`src/common/aal_consts.vh`:
```
`ifndef AAL_CONSTS_VH
`define AAL_CONSTS_VH

// Printed register indices; the byte address is four times the index.
`define AAL_IDX_STATUS 16'h1E83
`define AAL_IDX_WORKING_ACCUMULATOR 16'h1E89
`define AAL_ADDR_STATUS 18'h07A0C
`define AAL_ADDR_WORKING_ACCUMULATOR 18'h07A24

// Block-local registers.
`define AAL_ADDR_INSTR 18'h00400
`define AAL_ADDR_RESULT 18'h00404
`define AAL_ADDR_COUNT 18'h00408
// Data memory window: 128 words from byte address 0x000 to 0x1FC.
`define AAL_MEM_TOP_BITS 9

// Status field positions.
`define AAL_ST_CARRY 0
`define AAL_ST_NIBBLE 1
`define AAL_ST_ZERO 2
`define AAL_ST_WMASK 8'h07

// Reset values.
`define AAL_RST_STATUS 8'h00
`define AAL_RST_WORKING_ACCUMULATOR 8'h00

// Instruction word layout.
`define AAL_OP_HI 9
`define AAL_OP_LO 8
`define AAL_OP_ADDC 2'h1
`define AAL_OP_ANDI 2'h2
`define AAL_DEST_BIT 7
`define AAL_FADDR_HI 6
`define AAL_LIT_HI 7
`define AAL_INSTR_W 10

// Geometry.
`define AAL_DW 8
`define AAL_MEM_AW 7
`define AAL_MEM_DEPTH 128

`endif

```
`src/design/aal_data_mem.v`:
```
`timescale 1ns/1ns
`default_nettype none

// Single-array data memory with registered read data.
module aal_data_mem (
  // Clock
  input wire pclk,
  // Access
  input wire we,
  input wire [6:0] addr,
  input wire [7:0] wdata,
  output reg [7:0] rdata_q
);

  reg [7:0] mem [0:127];

  always @(posedge pclk) begin
    if (we) begin
      mem[addr] <= wdata;
    end
    rdata_q <= mem[addr];
  end

endmodule

`default_nettype wire

```
`src/design/aal_accum_alu.v`:
```
// The APB register port was decided locally.
`timescale 1ns/1ns
`default_nettype none
`include "aal_consts.vh"

// Notes on behaviour
// - Add-with-carry sums accumulator, carry flag and memory byte; sets carry, nibble carry, zero.
// - Add-with-carry destination bit 0 writes accumulator, 1 writes the memory byte.
// - Memory operand field is 7 bits, 0 to 127; destination field is one bit.
// - And-immediate ANDs the accumulator with an 8-bit literal, any value 0 to 255.
// - And-immediate always writes the accumulator and changes only the zero flag.
module aal_accum_alu (
  // Clock and reset
  input wire pclk,
  input wire presetn,
  // APB slave
  input wire psel,
  input wire penable,
  input wire pwrite,
  input wire [17:0] paddr,
  input wire [31:0] pwdata,
  output reg [31:0] prdata,
  output reg pready,
  output reg pslverr,
  // Core-facing state
  output reg [7:0] accum_out,
  output reg [2:0] flags_out
);

  localparam S_IDLE = 2'd0;
  localparam S_MRD = 2'd1;
  localparam S_EXEC = 2'd2;

  reg [1:0] state_q, state_d;
  reg [7:0] working_accumulator_q, working_accumulator_d;
  reg [7:0] status_q, status_d;
  reg [9:0] instr_q, instr_d;
  reg [7:0] result_q, result_d;
  reg [15:0] count_q, count_d;
  reg [31:0] prdata_d;
  reg pready_d;
  reg pslverr_d;

  reg mem_we;
  reg [6:0] mem_addr;
  reg [7:0] mem_wdata;
  wire [7:0] mem_rdata;

  wire access = psel & penable & ~pready;
  wire in_mem = (paddr[17:`AAL_MEM_TOP_BITS] == 9'h000);
  wire [1:0] wr_op = pwdata[`AAL_OP_HI:`AAL_OP_LO];
  wire [6:0] wr_faddr = pwdata[`AAL_FADDR_HI:0];
  wire [7:0] wr_lit = pwdata[`AAL_LIT_HI:0];
  wire [6:0] ex_faddr = instr_q[`AAL_FADDR_HI:0];
  wire ex_dest = instr_q[`AAL_DEST_BIT];

  // Add datapath: a nine-bit sum and a five-bit nibble sum keep the carries out of bit 7 and bit 3.
  wire [8:0] sum9 = {1'b0, working_accumulator_q} + {1'b0, mem_rdata} + {8'h00, status_q[`AAL_ST_CARRY]};
  wire [4:0] nib5 = {1'b0, working_accumulator_q[3:0]} + {1'b0, mem_rdata[3:0]} + {4'h0, status_q[`AAL_ST_CARRY]};
  wire [7:0] and8 = working_accumulator_q & wr_lit;

  aal_data_mem u_mem (
    .pclk(pclk),
    .we(mem_we),
    .addr(mem_addr),
    .wdata(mem_wdata),
    .rdata_q(mem_rdata)
  );

  always @* begin
    state_d = state_q;
    working_accumulator_d = working_accumulator_q;
    status_d = status_q;
    instr_d = instr_q;
    result_d = result_q;
    count_d = count_q;
    prdata_d = 32'h00000000;
    pready_d = 1'b0;
    pslverr_d = 1'b0;
    mem_we = 1'b0;
    mem_addr = paddr[8:2];
    mem_wdata = pwdata[7:0];
    case (state_q)
      S_IDLE: begin
        if (access) begin
          if (in_mem) begin
            if (pwrite) begin
              mem_we = 1'b1;
              pready_d = 1'b1;
            end else begin
              state_d = S_MRD;
            end
          end else if (paddr == `AAL_ADDR_WORKING_ACCUMULATOR) begin
            if (pwrite) begin
              working_accumulator_d = pwdata[7:0];
            end
            prdata_d = {24'h000000, working_accumulator_q};
            pready_d = 1'b1;
          end else if (paddr == `AAL_ADDR_STATUS) begin
            if (pwrite) begin
              status_d = pwdata[7:0] & `AAL_ST_WMASK;
            end
            prdata_d = {24'h000000, status_q};
            pready_d = 1'b1;
          end else if (paddr == `AAL_ADDR_RESULT) begin
            prdata_d = {24'h000000, result_q};
            pready_d = 1'b1;
          end else if (paddr == `AAL_ADDR_COUNT) begin
            if (pwrite) begin
              count_d = 16'h0000;
            end
            prdata_d = {16'h0000, count_q};
            pready_d = 1'b1;
          end else if (paddr == `AAL_ADDR_INSTR) begin
            prdata_d = {22'h0, instr_q};
            if (!pwrite) begin
              pready_d = 1'b1;
            end else if (wr_op == `AAL_OP_ADDC) begin
              instr_d = pwdata[9:0];
              mem_addr = wr_faddr;
              state_d = S_EXEC;
            end else if (wr_op == `AAL_OP_ANDI) begin
              instr_d = pwdata[9:0];
              working_accumulator_d = and8;
              status_d[`AAL_ST_ZERO] = (and8 == 8'h00);
              result_d = and8;
              count_d = count_q + 16'h0001;
              pready_d = 1'b1;
            end else begin
              pslverr_d = 1'b1;
              pready_d = 1'b1;
            end
          end else begin
            pslverr_d = 1'b1;
            pready_d = 1'b1;
          end
        end
      end
      S_MRD: begin
        prdata_d = {24'h000000, mem_rdata};
        pready_d = 1'b1;
        state_d = S_IDLE;
      end
      S_EXEC: begin
        // Memory byte for the operand arrived this cycle.
        mem_addr = ex_faddr;
        mem_wdata = sum9[7:0];
        if (ex_dest) begin
          mem_we = 1'b1;
        end else begin
          working_accumulator_d = sum9[7:0];
        end
        status_d[`AAL_ST_CARRY] = sum9[8];
        status_d[`AAL_ST_NIBBLE] = nib5[4];
        status_d[`AAL_ST_ZERO] = (sum9[7:0] == 8'h00);
        result_d = sum9[7:0];
        count_d = count_q + 16'h0001;
        pready_d = 1'b1;
        state_d = S_IDLE;
      end
      default: begin
        state_d = S_IDLE;
      end
    endcase
  end

  always @(posedge pclk or negedge presetn) begin
    if (!presetn) begin
      state_q <= S_IDLE;
      working_accumulator_q <= `AAL_RST_WORKING_ACCUMULATOR;
      status_q <= `AAL_RST_STATUS;
      instr_q <= 10'h000;
      result_q <= 8'h00;
      count_q <= 16'h0000;
      prdata <= 32'h00000000;
      pready <= 1'b0;
      pslverr <= 1'b0;
      accum_out <= `AAL_RST_WORKING_ACCUMULATOR;
      flags_out <= 3'h0;
    end else begin
      state_q <= state_d;
      working_accumulator_q <= working_accumulator_d;
      status_q <= status_d;
      instr_q <= instr_d;
      result_q <= result_d;
      count_q <= count_d;
      prdata <= prdata_d;
      pready <= pready_d;
      pslverr <= pslverr_d;
      accum_out <= working_accumulator_d;
      flags_out <= status_d[2:0];
    end
  end

endmodule

`default_nettype wire

```
`config.mk`:
```
export PLATFORM = sky130hd
export DESIGN_NAME = aal_accum_alu
export DESIGN_NICKNAME = d
export VERILOG_FILES = /design/src/design/aal_data_mem.v /design/src/design/aal_accum_alu.v
export VERILOG_INCLUDE_DIRS = /design/src /design/src/common
export SDC_FILE = /design/constraint.sdc
export NUM_CORES = 1
export LEC_CHECK = 0
export BUFFER_PORTS_ARGS = -buffer_cell sky130_fd_sc_hd__buf_2
export CAP_MARGIN = 20
export CORE_MARGIN = 5
export CORE_UTILIZATION = 25
export CTS_BUF_LIST = sky130_fd_sc_hd__clkbuf_8
export DETAILED_ROUTE_END_ITERATION = 10
export GPL_ROUTABILITY_DRIVEN = 0
export PLACE_DENSITY_LB_ADDON = 0.15
export SYNTH_ARGS = -nofsm -noshare
export SYNTH_HDL_FRONTEND = slang
export SYNTH_SLANG_ARGS = --single-unit
```
`constraint.sdc`:
```
create_clock -name pclk -period 12.6 [get_ports pclk]
set_input_delay 0 -clock pclk [delete_from_list [all_inputs] [get_ports pclk]]
set_output_delay 0 -clock pclk [all_outputs]
set_load 0.02 [all_outputs]
```
Yosys cells after proc, flatten, opt, wreduce, memory -nomap -nowiden. Memory sizes are Yosys's and may differ from the RTL's. A register that Yosys moved wholly into a read port is not among the register bits. Cells that the tools add are included.

Add/subtract/negate cells: 5. Equality and inequality tests: 49. Mux-type cells: 102. Bitwise logic cells: 9. Reductions and logical operators: 14.

Operators with widths (count): 16-bit 2-to-1 mux (17); 8-bit 2-to-1 mux (16); 3-bit != test (second input constant) (26); 16-bit case mux with 2 select lines (2); 7-bit 2-to-1 mux (9); 18-bit by 11-bit equality test with 1-bit output (second input constant) (3); 18-bit by 15-bit equality test with 1-bit output (second input constant) (2); 1-bit 2-to-1 mux (33); 11-bit AND reduction (3); 8-bit case mux with 2 select lines (2); 10-bit 2-to-1 mux (3); 2-bit 2-to-1 mux (12); 2-bit != test (second input constant) (12); 16-bit by 1-bit adder with 16-bit output (second input constant) (1); 8-bit zero test (2); 7-bit case mux with 2 select lines (1); 3-bit 2-to-1 mux (4); 12-bit AND reduction (1); 10-bit AND reduction (1); 8-bit by 8-bit adder with 9-bit output (1); 9-bit by 1-bit adder with 9-bit output (1); 9-bit zero test (1); 9-bit AND reduction (1); 8-bit bitwise AND (1); 14 further kinds (24).

Register bits: 81. RAM bits: 1024. Input bits: 55. Output and inout port bits: 45. Logic and storage cells: 190. Memories: 1.

Memory list: u_mem.mem (words 128, bits a word 8, read ports 1, clocked after memory_dff 1, wr ports 1, RTL line aal_data_mem.v:15) `reg [7:0] mem [0:127];`.

Depth between registers and ports, before layout. Gate-level depths: netlist (run 1).

Depth after elaboration: 13. Depth in mapped cells: 16.

Hierarchy. From an unflattened synthesis (run 1), not the netlist that was laid out.

Cells, all modules: 2919. Area total of the unflattened synthesis: 44605.3 µm².

Modules (own cells, without submodules): aal_data_mem (instances 1, cells an instance 2467, area each 40425.0 µm², seq. area each 30909.6 µm²); aal_accum_alu (instances 1, cells an instance 452, area each 4180.3 µm², seq. area each 1626.6 µm²).

Worst setup path after synthesis (run 1). No wires, ideal clock.

Path kind: register -> register. Start: register state_q[0]. End: memory u_mem.mem[0][2] (data pin). Arrival time: 6347 ps. Setup slack: 5046 ps. Cell stages (with the launch flop): 7. Period minus slack after synthesis: 7554 ps. Cell sequence: dfrtp_1 -> inv_1 -> ha_1 -> clkbuf_1 -> clkbuf_1 -> clkbuf_1 -> o21ai_0.

Word-level cells in the longest chain between the ends: 2.

RTL lines: from (decl) (RTL line aal_accum_alu.v:34) `reg [1:0] state_q, state_d;`; from (signal assigned) (RTL line aal_accum_alu.v:181) `state_q <= state_d;`; 2-bit equality test (RTL line aal_accum_alu.v:83) `case (state_q)`; 8-bit 2-to-1 mux (RTL line aal_accum_alu.v:83); named net mem_wdata[2] (RTL line aal_accum_alu.v:46) `reg [7:0] mem_wdata;`; to (decl) (RTL line aal_data_mem.v:15).

The timed path passes the listed nets, and every way through them passes these cells.

Final worst setup path (run 1).
Start: register state_q[0]. End: register u_mem.rdata_q[2], read port of u_mem.mem.

Word-level cells in the longest chain between the ends: 2. Elaborated cells on any way between the ends: 3.

RTL lines: 2-bit equality test / 2-bit zero test (equally long branches) (RTL line aal_accum_alu.v:83); 7-bit case mux with 2 select lines (*) (RTL line aal_accum_alu.v:83); to (decl) (RTL line aal_data_mem.v:12) `output reg [7:0] rdata_q`.

Mark *: on every way between the ends. The rest lies on a longest branch, timed or not. A chain may end at the register's enable or synchronous reset.

==> out/metrics.yaml, run 1 <==
status: "complete, no violations"
wl_met1_um: 66000
met3_wirelength_um: 6800
cts-root-buf: "clkbuf_8"
syn_avg_cell_area_um2: 12.8
cts_tree: "done"
cts.htree.levels: 4
design.die.area_mm2: 0.189
numPortBuffers: 61
core-area_mm2: 0.180
required_ns: 13.38
relSlewSlack_pct: 28.2
syn_area_mm2: 0.0451
routedWlPerCell_um: 23.0
holdCritPathClass: "primary input to flop"
finalSetupTns_ns: 0
drc: 0
ios: 100
crit_slowest_cell: "buf_4"
antenna_found_initial: 9
synth.distinct_cells: 72
drive_above_1_share_pct: 10.6
route.met2.wl_um: 66200
hold_slack_ns: 0.128
hpwl_um: 83300
clk_latency_ns: 0.94
cts_hold_buf: 73
skew_ns: 0.0811
top_layer: "met4"
slowest_delay_ns: 0.69
clk_path_buf_depth: 3
seq_area_frac_synth_pct: 72.1
fp-row-count: 156
cts_sinks: 1097
path_cells: "inv_1 -> ha_1 -> nand4b_1 -> nor4_4 -> a21o_4 -> buf_4 -> buf_4 -> buf_4 -> mux2i_1 -> a211oi_1 -> a221oi_1 -> nand4_1 -> and4b_1"
power_w: 0.0107
clkTransAtPathRegs_ns: 0.06
synthCells: 3538
vias: 29000
fmax_mhz: 163
grt_pass1_wl_um: 208000
grt.overflow.total: 0
first_pass_iters: 7
critPathMaxFanout: 51
synth_seq_cells: 1097
worst_path_most_repeated_cell: "buf_4"
hold_violations: 0
yosys_warnings: 0
drt_iter0_drc: 2094
fp.dieH_um: 435
worstMarginPinSlew_ns: 1.07
crit_type: "flop to flop"
synth-edff-count: 1024
startpoint_type: "flop"
synth-async-reset-ratio_pct: 5.93
report.final.setup_viol: 0
multiInputGateArea_mm2: 0.0117
fin_ws_ns: 6.47
ys.flop_type: "edfxtp_1"
period_needed_ns: 6.13
maxCapViolCount: 0
syn2layout_area_growth_pct: 16.1
n_fill_cell: 18500
p_per_area_mw_per_mm2: 205
rsz0062_at_grt: "false"
path_delay_family: "buffers and inverters"
ant_nets: 0
drt_wl_total_um: 144000
vdd_drop_max_v: 0.000141
cts_buffers: 198
avgViaCountPerCell: 4.64
grt_pass1_vias: 28700
p_leak_nw: 18.2
fin_util_pct: 29.1
post-cts-setup-buffers: 0
grt_max_degree: 122
place_ws_ns: 6.39
initial_utilization_pct: 25.1
post_cts_resized: 0
nets: 3791
die_x_um: 435
fin_crit_sh_pct: 48.7
end_kind: "flop"
arrival_ns: 6.91
area.sequential_mm2: 0.0325
maxSlewViolCount: 0
crit_buf_inv: 4
grt_use_total_pct: 14.8
[through the flow]
stage	instance area, um^2	cells
after floorplan	45200	3553
after global placement	48100	5816
after detailed placement	48100	5816
after CTS	52400	6238
after global routing	52400	6240
final	52400	6241
[cell usage after synthesis (5+ instances only)]
cell       instances  area [um^2]
edfxtp_1        1024        30700
nand2_1          932         3500
nand3_1          240         1200
nor2_1           190          713
clkbuf_1         132          495
and3_1           127          795
a21oi_1           93          465
mux2i_1           84          841
dfrtp_1           65         1630
a31oi_1           62          388
buf_2             55          275
o21ai_0           54          270
a311oi_1          53          464
a211oi_1          38          285
nand4_1           27          169
inv_1             25         93.8
buf_1             22         82.6
buf_4             22          165
nor3_1            20          100
o22ai_1           19          119
a2111oi_0         15          131
o2111ai_1         15          131
ha_1              14          175
mux2_2            14          158
a32oi_1           13          114
a221oi_1          11         96.3
nor3b_1           11         82.6
xor2_1            10         87.6
a21o_1             9         67.6
a22o_1             9         78.8
a22oi_1            9         67.6
and2_1             9         56.3
a41oi_1            8         70.1
and4b_1            8         80.1
dfxtp_1            8          160
o22a_1             8         70.1
a21boi_0           7         52.6
nand2b_1           7         43.8
nor2b_1            6         37.5
xnor2_1            6         52.6
a222oi_1           5         50.1
and4_1             5         43.8
nor4_1             5         31.3
[area by class of cell]
type / count / area share [%]
inverters: 25 / 0.179
repair buffers: 201 / 3.03
clock inverters: 143 / 1.35
diodes: 2 / 0.00955
flip-flops and latches: 1097 / 62.1
multi-input cells: 2197 / 22.3
well taps: 2370 / 5.66
clock buffers: 206 / 5.41
[logic make-up (layout without fill, tap and decap cells)]
kind of cell	count (synthesis)	after routing	synth area share, %
and+or+nand+nor	1608	1608	15.6
DFF	1097	1097	72.1
AOI/OAI and AO/OA	443	443	6.74
buffers and inverters	259	575	2.54
muxes	98	98	2.21
adders and majority gates	16	16	0.477
xor gates and xnor gates	16	16	0.310
other	1	18	0.00831
[worst reg2reg max path: cells and delay by family (launching register included)]
family,cells,cell delay (ns)
simple gates,4,1.59
fa+ha+maj,1,0.34
compound gates,3,1.33
buf+inv,4,2.06
mux,1,0.26
flops,1,0.43
[sequential cells by signal, indices dropped and copies added, names as in the netlist]
signal / flops
count_q: 16
instr_q: 10
prdata: 16
pready: 1
pslverr: 1
result_q: 8
state_q: 2
status_q: 3
u_mem.mem: 1024
u_mem.rdata_q: 8
working_accumulator_q: 8
[path summary, 6_finish.rpt]
kind | startpoint | endpoint | slack, ns | depth (start not counted)
max | state_q[0]$_DFFE_PN0P_ | u_mem.rdata_q[2]$_DFF_P_ | 6.47 | 13
min in group asynchronous | presetn | prdata[4]$_DFF_PN0_ | 0.34 | 4
max reg2reg | state_q[0]$_DFFE_PN0P_ | u_mem.rdata_q[2]$_DFF_P_ | 6.47 | 13
max in group asynchronous | presetn | count_q[14]$_DFFE_PN0P_ | 11.64 | 4
min | paddr[10] | prdata[6]$_DFF_PN0_ | 0.13 | 6
min reg2reg | result_q[1]$_DFFE_PN0P_ | result_q[1]$_DFFE_PN0P_ | 0.51 | 1
[power by group]
part / leakage, nW / internal [W] / total [W] / switching [W]
clock network: 2.09 / 0.00154 / 0.00307 / 0.00153
logic: 5.92 / 0.000576 / 0.00272 / 0.00215
registers: 10.2 / 0.00486 / 0.00493 / 0.0000735
total: 18.2 / 0.00697 / 0.0107 / 0.00375
[routing by layer]
layer,vias to the layer above,global-route usage (%)
met3,265,2.98
met4,0,5.19
met5,-,0
met2,739,23.3
met1,14500,20.3
li1,13400,-
[layout by cell type (no fill, tap or decap), drive strengths merged, types with 16 or more instances in the layout]
master       instances
edfxtp            1024
nand2              932
nand3              240
clkbuf             206
nor2               191
buf                128
and3               127
inv                106
a21oi               95
mux2i               84
dlygate4sd3         73
dfrtp               65
a31oi               62
o21ai               57
clkinv              57
a311oi              53
a211oi              38
nand4               29
nor3                21
o22ai               19
conb                16
Note: power is estimated with default switching activity, not from simulation.
==> run 2: changes to the inputs <==
==> constraint.sdc (replaced) <==
create_clock -name pclk -period 5.8 [get_ports pclk]
set_input_delay 0 -clock pclk [delete_from_list [all_inputs] [get_ports pclk]]
set_output_delay 0 -clock pclk [all_outputs]
set_load 0.02 [all_outputs]
==> run 2 against run 1 <==
  * Sequential cell count unchanged
  * Critical path depth is 2 lower
  * Die area unchanged
  * Register-to-register slack worse by 5.8 ns
  * Clock-buffer cell count is the same
==> out/metrics.yaml, run 2 (synthesized netlist as in run 1, its figures left out) <==
status: "complete, no violations"
power_w: 0.0234
drt_iter0_drc: 2269
required_ns: 6.60
worstMarginPinSlew_ns: 1.21
fp.dieH_um: 435
clkTransAtPathRegs_ns: 0.07
maxCapViolCount: 0
reg2reg_to: "u_mem.rdata_q[5]$_DFF_P_"
post-cts-setup-buffers: 0
reg.largest.list: "u_mem.mem x1024, count_q x16, prdata x16"
grt_use_total_pct: 14.9
fin_ws_ns: 0.667
grt.overflow.total: 0
die_x_um: 435
rsz0062_at_grt: "false"
report.final.setup_viol: 0
place_ws_ns: 0.541
cts-root-buf: "clkbuf_8"
holdPathStages: 6
first_pass_iters: 5
finalSetupTns_ns: 0
vdd_drop_max_v: 0.000409
core-area_mm2: 0.180
hold_slack_ns: 0.119
ant_nets: 0
hold_start: "pwdata[7]"
avgViaCountPerCell: 4.64
final_common_cell: "edfxtp_1"
grt_pass1_vias: 29000
holdCritPathClass: "primary input to flop"
n_fill_cell: 18400
largest_register: "u_mem.mem"
largest_register_ffs: 1024
syn2layout_area_growth_pct: 17.3
period_needed_ns: 5.13
drc: 0
relSlewSlack_pct: 19.5
skew_ns: 0.0687
numPortBuffers: 61
startpoint_type: "flop"
fp-row-count: 156
antenna_found_initial: 7
r2r_start: "state_q[0]$_DFFE_PN0P_"
grt_pass1_wl_um: 209000
fmax_mhz: 195
cts.htree.levels: 4
ios: 100
worst-r2r-setup-slack_ns: 0.67
cts_tree: "done"
cts_buffers: 197
routedWlPerCell_um: 22.9
end_kind: "flop"
ff2ff_path_depth: 11
p_leak_nw: 18.5
cts_hold_buf: 68
min_to: "result_q[7]$_DFFE_PN0P_"
design.die.area_mm2: 0.189
initial_utilization_pct: 25.1
post_cts_resized: 0
hpwl_um: 85400
p_per_area_mw_per_mm2: 443
nets: 3842
vias: 29200
clk_path_buf_depth: 3
hold_violations: 0
arrival_ns: 5.93
layout_common_cells: "edfxtp_1, nand2_1, nand3_1"
critPathMaxFanout: 50
maxSlewViolCount: 0
drive_above_1_share_pct: 11.6
drt_wl_total_um: 144000
crit_type: "flop to flop"
cts_sinks: 1097
fin_crit_sh_pct: 88.5
clk_latency_ns: 0.92
grt_max_degree: 131
==> run 2: worst max-delay path, cell delays in order, from the launching register on <==
cell	delay, ns
dfrtp_1	0.42
inv_1	0.10
ha_1	0.31
nand4b_1	0.21
nor4_4	0.58
a21o_4	0.88
buf_12	0.31
mux2i_1	0.22
o22ai_1	0.13
a2111oi_0	0.99
nand4_1	0.44
and4b_1	0.34
==> run 2: through the flow <==
stage	instances	utilization (%)	instance area, um^2
3_5_place_dp	5873	27.0	48700
3_3_place_gp	5873	27.0	48700
4_1_cts	6297	29.4	52900
2_1_floorplan	3553	-	45200
5_1_grt	6299	29.4	52900
6_report	6301	29.4	52900
==> run 2: layout make-up <==
type / instances / area, um^2 / share of cell area (%)
Sequential cell: 1097 / 32500 / 61.4
Multi-Input combinational cell: 2197 / 11700 / 22.0
Tap cell: 2370 / 2970 / 5.60
Clock buffer: 206 / 2840 / 5.35
Timing Repair Buffer: 253 / 2140 / 4.05
Clock inverter: 150 / 707 / 1.34
Inverter: 25 / 93.8 / 0.177
Antenna cell: 3 / 7.51 / 0.0142
==> run 2: worst max-delay path by stage <==
stage,to,slack (ns),cells after the start,start
CTS,u_mem.rdata_q[1]$_DFF_P_,0.51,13,state_q[0]$_DFFE_PN0P_
detailed placement,u_mem.rdata_q[1]$_DFF_P_,0.54,13,state_q[0]$_DFFE_PN0P_
floorplan,u_mem.mem[0][2]$_DFFE_PP_,-1.75,6,state_q[0]$_DFFE_PN0P_
global route,u_mem.rdata_q[5]$_DFF_P_,0.45,11,state_q[0]$_DFFE_PN0P_
global placement,u_mem.rdata_q[1]$_DFF_P_,0.57,13,state_q[0]$_DFFE_PN0P_
finish,u_mem.rdata_q[5]$_DFF_P_,0.67,11,state_q[0]$_DFFE_PN0P_
==> run 2: metal layers <==
metal	GRT usage [%]	vias up	part of all wire, %
met4	4.67	0	2.7
met2	23.6	634	46
met3	2.59	219	4.1
li1	-	13600	-
met5	0	-	0
met1	20.8	14800	47
==> run 2: report_power, final <==
part / total (W) / leakage (nW) / internal, W / switching, W
Clock: 0.00665 / 2.08 / 0.00336 / 0.00328
Sequential: 0.0107 / 10.2 / 0.0105 / 0.000168
Combinational: 0.00608 / 6.24 / 0.00141 / 0.00466
==> run 3: changes to the inputs <==
--- a/config.mk
+++ b/config.mk
@@ -13,6 +13,7 @@
 export CTS_BUF_LIST = sky130_fd_sc_hd__clkbuf_8
 export DETAILED_ROUTE_END_ITERATION = 10
 export GPL_ROUTABILITY_DRIVEN = 0
+export GPL_TIMING_DRIVEN = 0
 export PLACE_DENSITY_LB_ADDON = 0.15
 export SYNTH_ARGS = -nofsm -noshare
 export SYNTH_HDL_FRONTEND = slang
==> constraint.sdc (replaced) <==
create_clock -name pclk -period 6 [get_ports pclk]
set_input_delay 0 -clock pclk [delete_from_list [all_inputs] [get_ports pclk]]
set_output_delay 0 -clock pclk [all_outputs]
set_load 0.02 [all_outputs]
==> run 3 against run 2 <==
  * The flow now finishes with violations (setup timing)
  * Register-to-register slack lost 0.68 ns
  * Design area grew 1.6%
  * Fmax shrank 15%
  * Total power grew 2.8%
  * Sequential cell count is the same
  * Sequential share of layout area shrank 0.95 points
  * First-iteration DRC count grew 45%
  * Critical path depth grew 1
  * Die area is the same
  * Core utilization grew 0.46 points
  * Final cell count grew 2.4%
  * Critical path type unchanged
==> out/metrics.yaml, run 3 (synthesized netlist as in run 1, its figures left out) <==
largest_register: "u_mem.mem"
design.die.area_mm2: 0.189
reg.largest.list: "u_mem.mem x1024, count_q x16, prdata x16"
fmax_mhz: 166
relSlewSlack_pct: 17.6
drc: 0
fin_ws_ns: -0.00977
nets: 4000
drt_wl_total_um: 176000
avgViaCountPerCell: 4.86
routedWlPerCell_um: 27.3
drive_above_1_share_pct: 12.4
crit_slowest_cell: "and2_0"
grt_pass1_wl_um: 243000
clk_path_buf_depth: 3
multiInputGateArea_mm2: 0.0117
ant_nets: 0
numPortBuffers: 59
end_kind: "flop"
clkTransAtPathRegs_ns: 0.06
worst_path_most_repeated_cell: "nand4_1"
status: "complete, but fails checks"
switching_share_pct: 37.2
internal_power_w: 0.0151
rsz0062_at_grt: "true"
startpoint_type: "flop"
area.sequential_mm2: 0.0325
vdd_drop_max_v: 0.000277
holdCritPathClass: "primary input to flop"
fp.dieH_um: 435
violations: "setup timing"
initial_utilization_pct: 25.1
n_fill_cell: 18400
skew_ns: 0.0530
worstMarginPinSlew_ns: 1.24
cts-root-buf: "clkbuf_8"
cts_sinks: 1097
report.final.setup_viol: 1
period_needed_ns: 6.01
slowest_delay_ns: 0.92
p_leak_nw: 18.8
maxCapViolCount: 0
critPathMaxFanout: 10
combPwrFrac_pct: 30.7
grt.overflow.total: 0
clk_latency_ns: 0.94
hpwl_um: 125000
syn2layout_area_growth_pct: 19.1
antenna_found_initial: 16
maxSlewViolCount: 0
hold_violations: 0
arrival_ns: 6.71
final_common_cell: "edfxtp_1"
drt_iter0_drc: 3279
grt_pass1_vias: 30600
layout_common_cells: "edfxtp_1, nand2_1, nand3_1"
p_sw_w: 0.00896
vias: 31400
cts.htree.levels: 4
path_cells: "inv_1 -> ha_1 -> nand2b_1 -> buf_2 -> a22o_1 -> nor2_1 -> and2_0 -> clkbuf_1 -> nand4_1 -> nand4_1 -> o22ai_1 -> nor4_1"
fp-row-count: 156
grt_use_total_pct: 18.1
finalSetupTns_ns: -0.00977
first_pass_iters: 8
die_x_um: 435
cts_buffers: 194
largest_register_ffs: 1024
grt_max_degree: 65
hold_slack_ns: 0.0688
seqPwrFrac_pct: 42.7
required_ns: 6.70
crit_type: "flop to flop"
core-area_mm2: 0.180
ios: 100
p_per_area_mw_per_mm2: 448
fin_crit_sh_pct: 100
cts_tree: "done"
p_clk_share_pct: 26.6
[run 3: changes by cell type in the layout (fill, tap and decap cells not counted), sizes merged]
| cell | before | now |
|---|---|---|
| clkbuf | 206 | 327 |
| buf | 185 | 228 |
| dlygate4sd3 | 68 | 55 |
| clkinvlp | 4 | 1 |
| diode | 3 | 6 |
| clkinv | 59 | 61 |
| inv | 110 | 112 |
| bufinv | 2 | 1 |
[run 3: per-stage QoR]
step           std cells  total power, W  utilization [%]  instance area, um^2  setup slack (ns)
6_report            6455          0.0241             29.9                53800          -0.00977
3_3_place_gp        5982          0.0157             26.9                48500            -14.42
5_1_grt             6452          0.0250             29.8                53800            -0.108
2_1_floorplan       3553          0.0139                -                45200             -1.55
4_1_cts             6445          0.0243             29.8                53700           0.00174
3_5_place_dp        6037          0.0178             27.5                49500            -0.454
[run 3: power groups by stage]
stage               sequential, W  combinational [W]  clock, W
floorplan                  0.0110            0.00296         0
global placement           0.0104            0.00530         0
detailed placement         0.0104            0.00734         0
CTS                        0.0103            0.00740   0.00658
global route               0.0103            0.00778   0.00694
finish                     0.0103            0.00741   0.00641
[run 3: timing repair]
action | CTS | global route
pin swaps | 4 | 0
resized for setup | 27 | 21
hold buffers | 55 | 0
setup endpoints to repair | 299 | 100
endpoints found under the hold margin | 682 | 0
setup buffers | 7 | 0
[run 3: layer usage]
metal	routed length (um)	track usage [%]	share of wire, %
met2	80500	28.7	46
met1	78600	25.0	45
met4	5340	5.50	3.0
met3	11700	3.50	6.6
met5	0	0	0
[run 3: final timing paths]
path	cells past startpoint	startpoint	slack, ns	end
worst max-delay path	12	state_q[0]$_DFFE_PN0P_	-0.01	u_mem.rdata_q[6]$_DFF_P_
worst min-delay path	3	pwdata[3]	0.07	instr_q[3]$_DFFE_PN0P_
worst max register to register	12	state_q[0]$_DFFE_PN0P_	-0.01	u_mem.rdata_q[6]$_DFF_P_
worst min register to register	1	result_q[1]$_DFFE_PN0P_	0.51	result_q[1]$_DFFE_PN0P_
max in group asynchronous	5	presetn	4.84	count_q[14]$_DFFE_PN0P_
min in group asynchronous	4	presetn	0.58	prdata[5]$_DFF_PN0_
[run 3: worst max-delay path, delay by kind of cell (launching register included)]
kind / cells / cell delay (ns)
compound gates: 2 / 0.39
fa+ha+maj: 1 / 0.32
buf+inv: 3 / 1.20
flops: 1 / 0.42
simple gates: 6 / 3.41
[run 3: layout make-up]
cell class,instances,share of cell area [%]
flip-flops and latches,1097,60.5
multi-input cells,2197,21.8
well taps,2370,5.51
clock buffers,196,5.02
repair buffers,180,3.55
plain buffers,234,1.97
clock inverters,150,1.41
inverters,25,0.174
diodes,6,0.0279
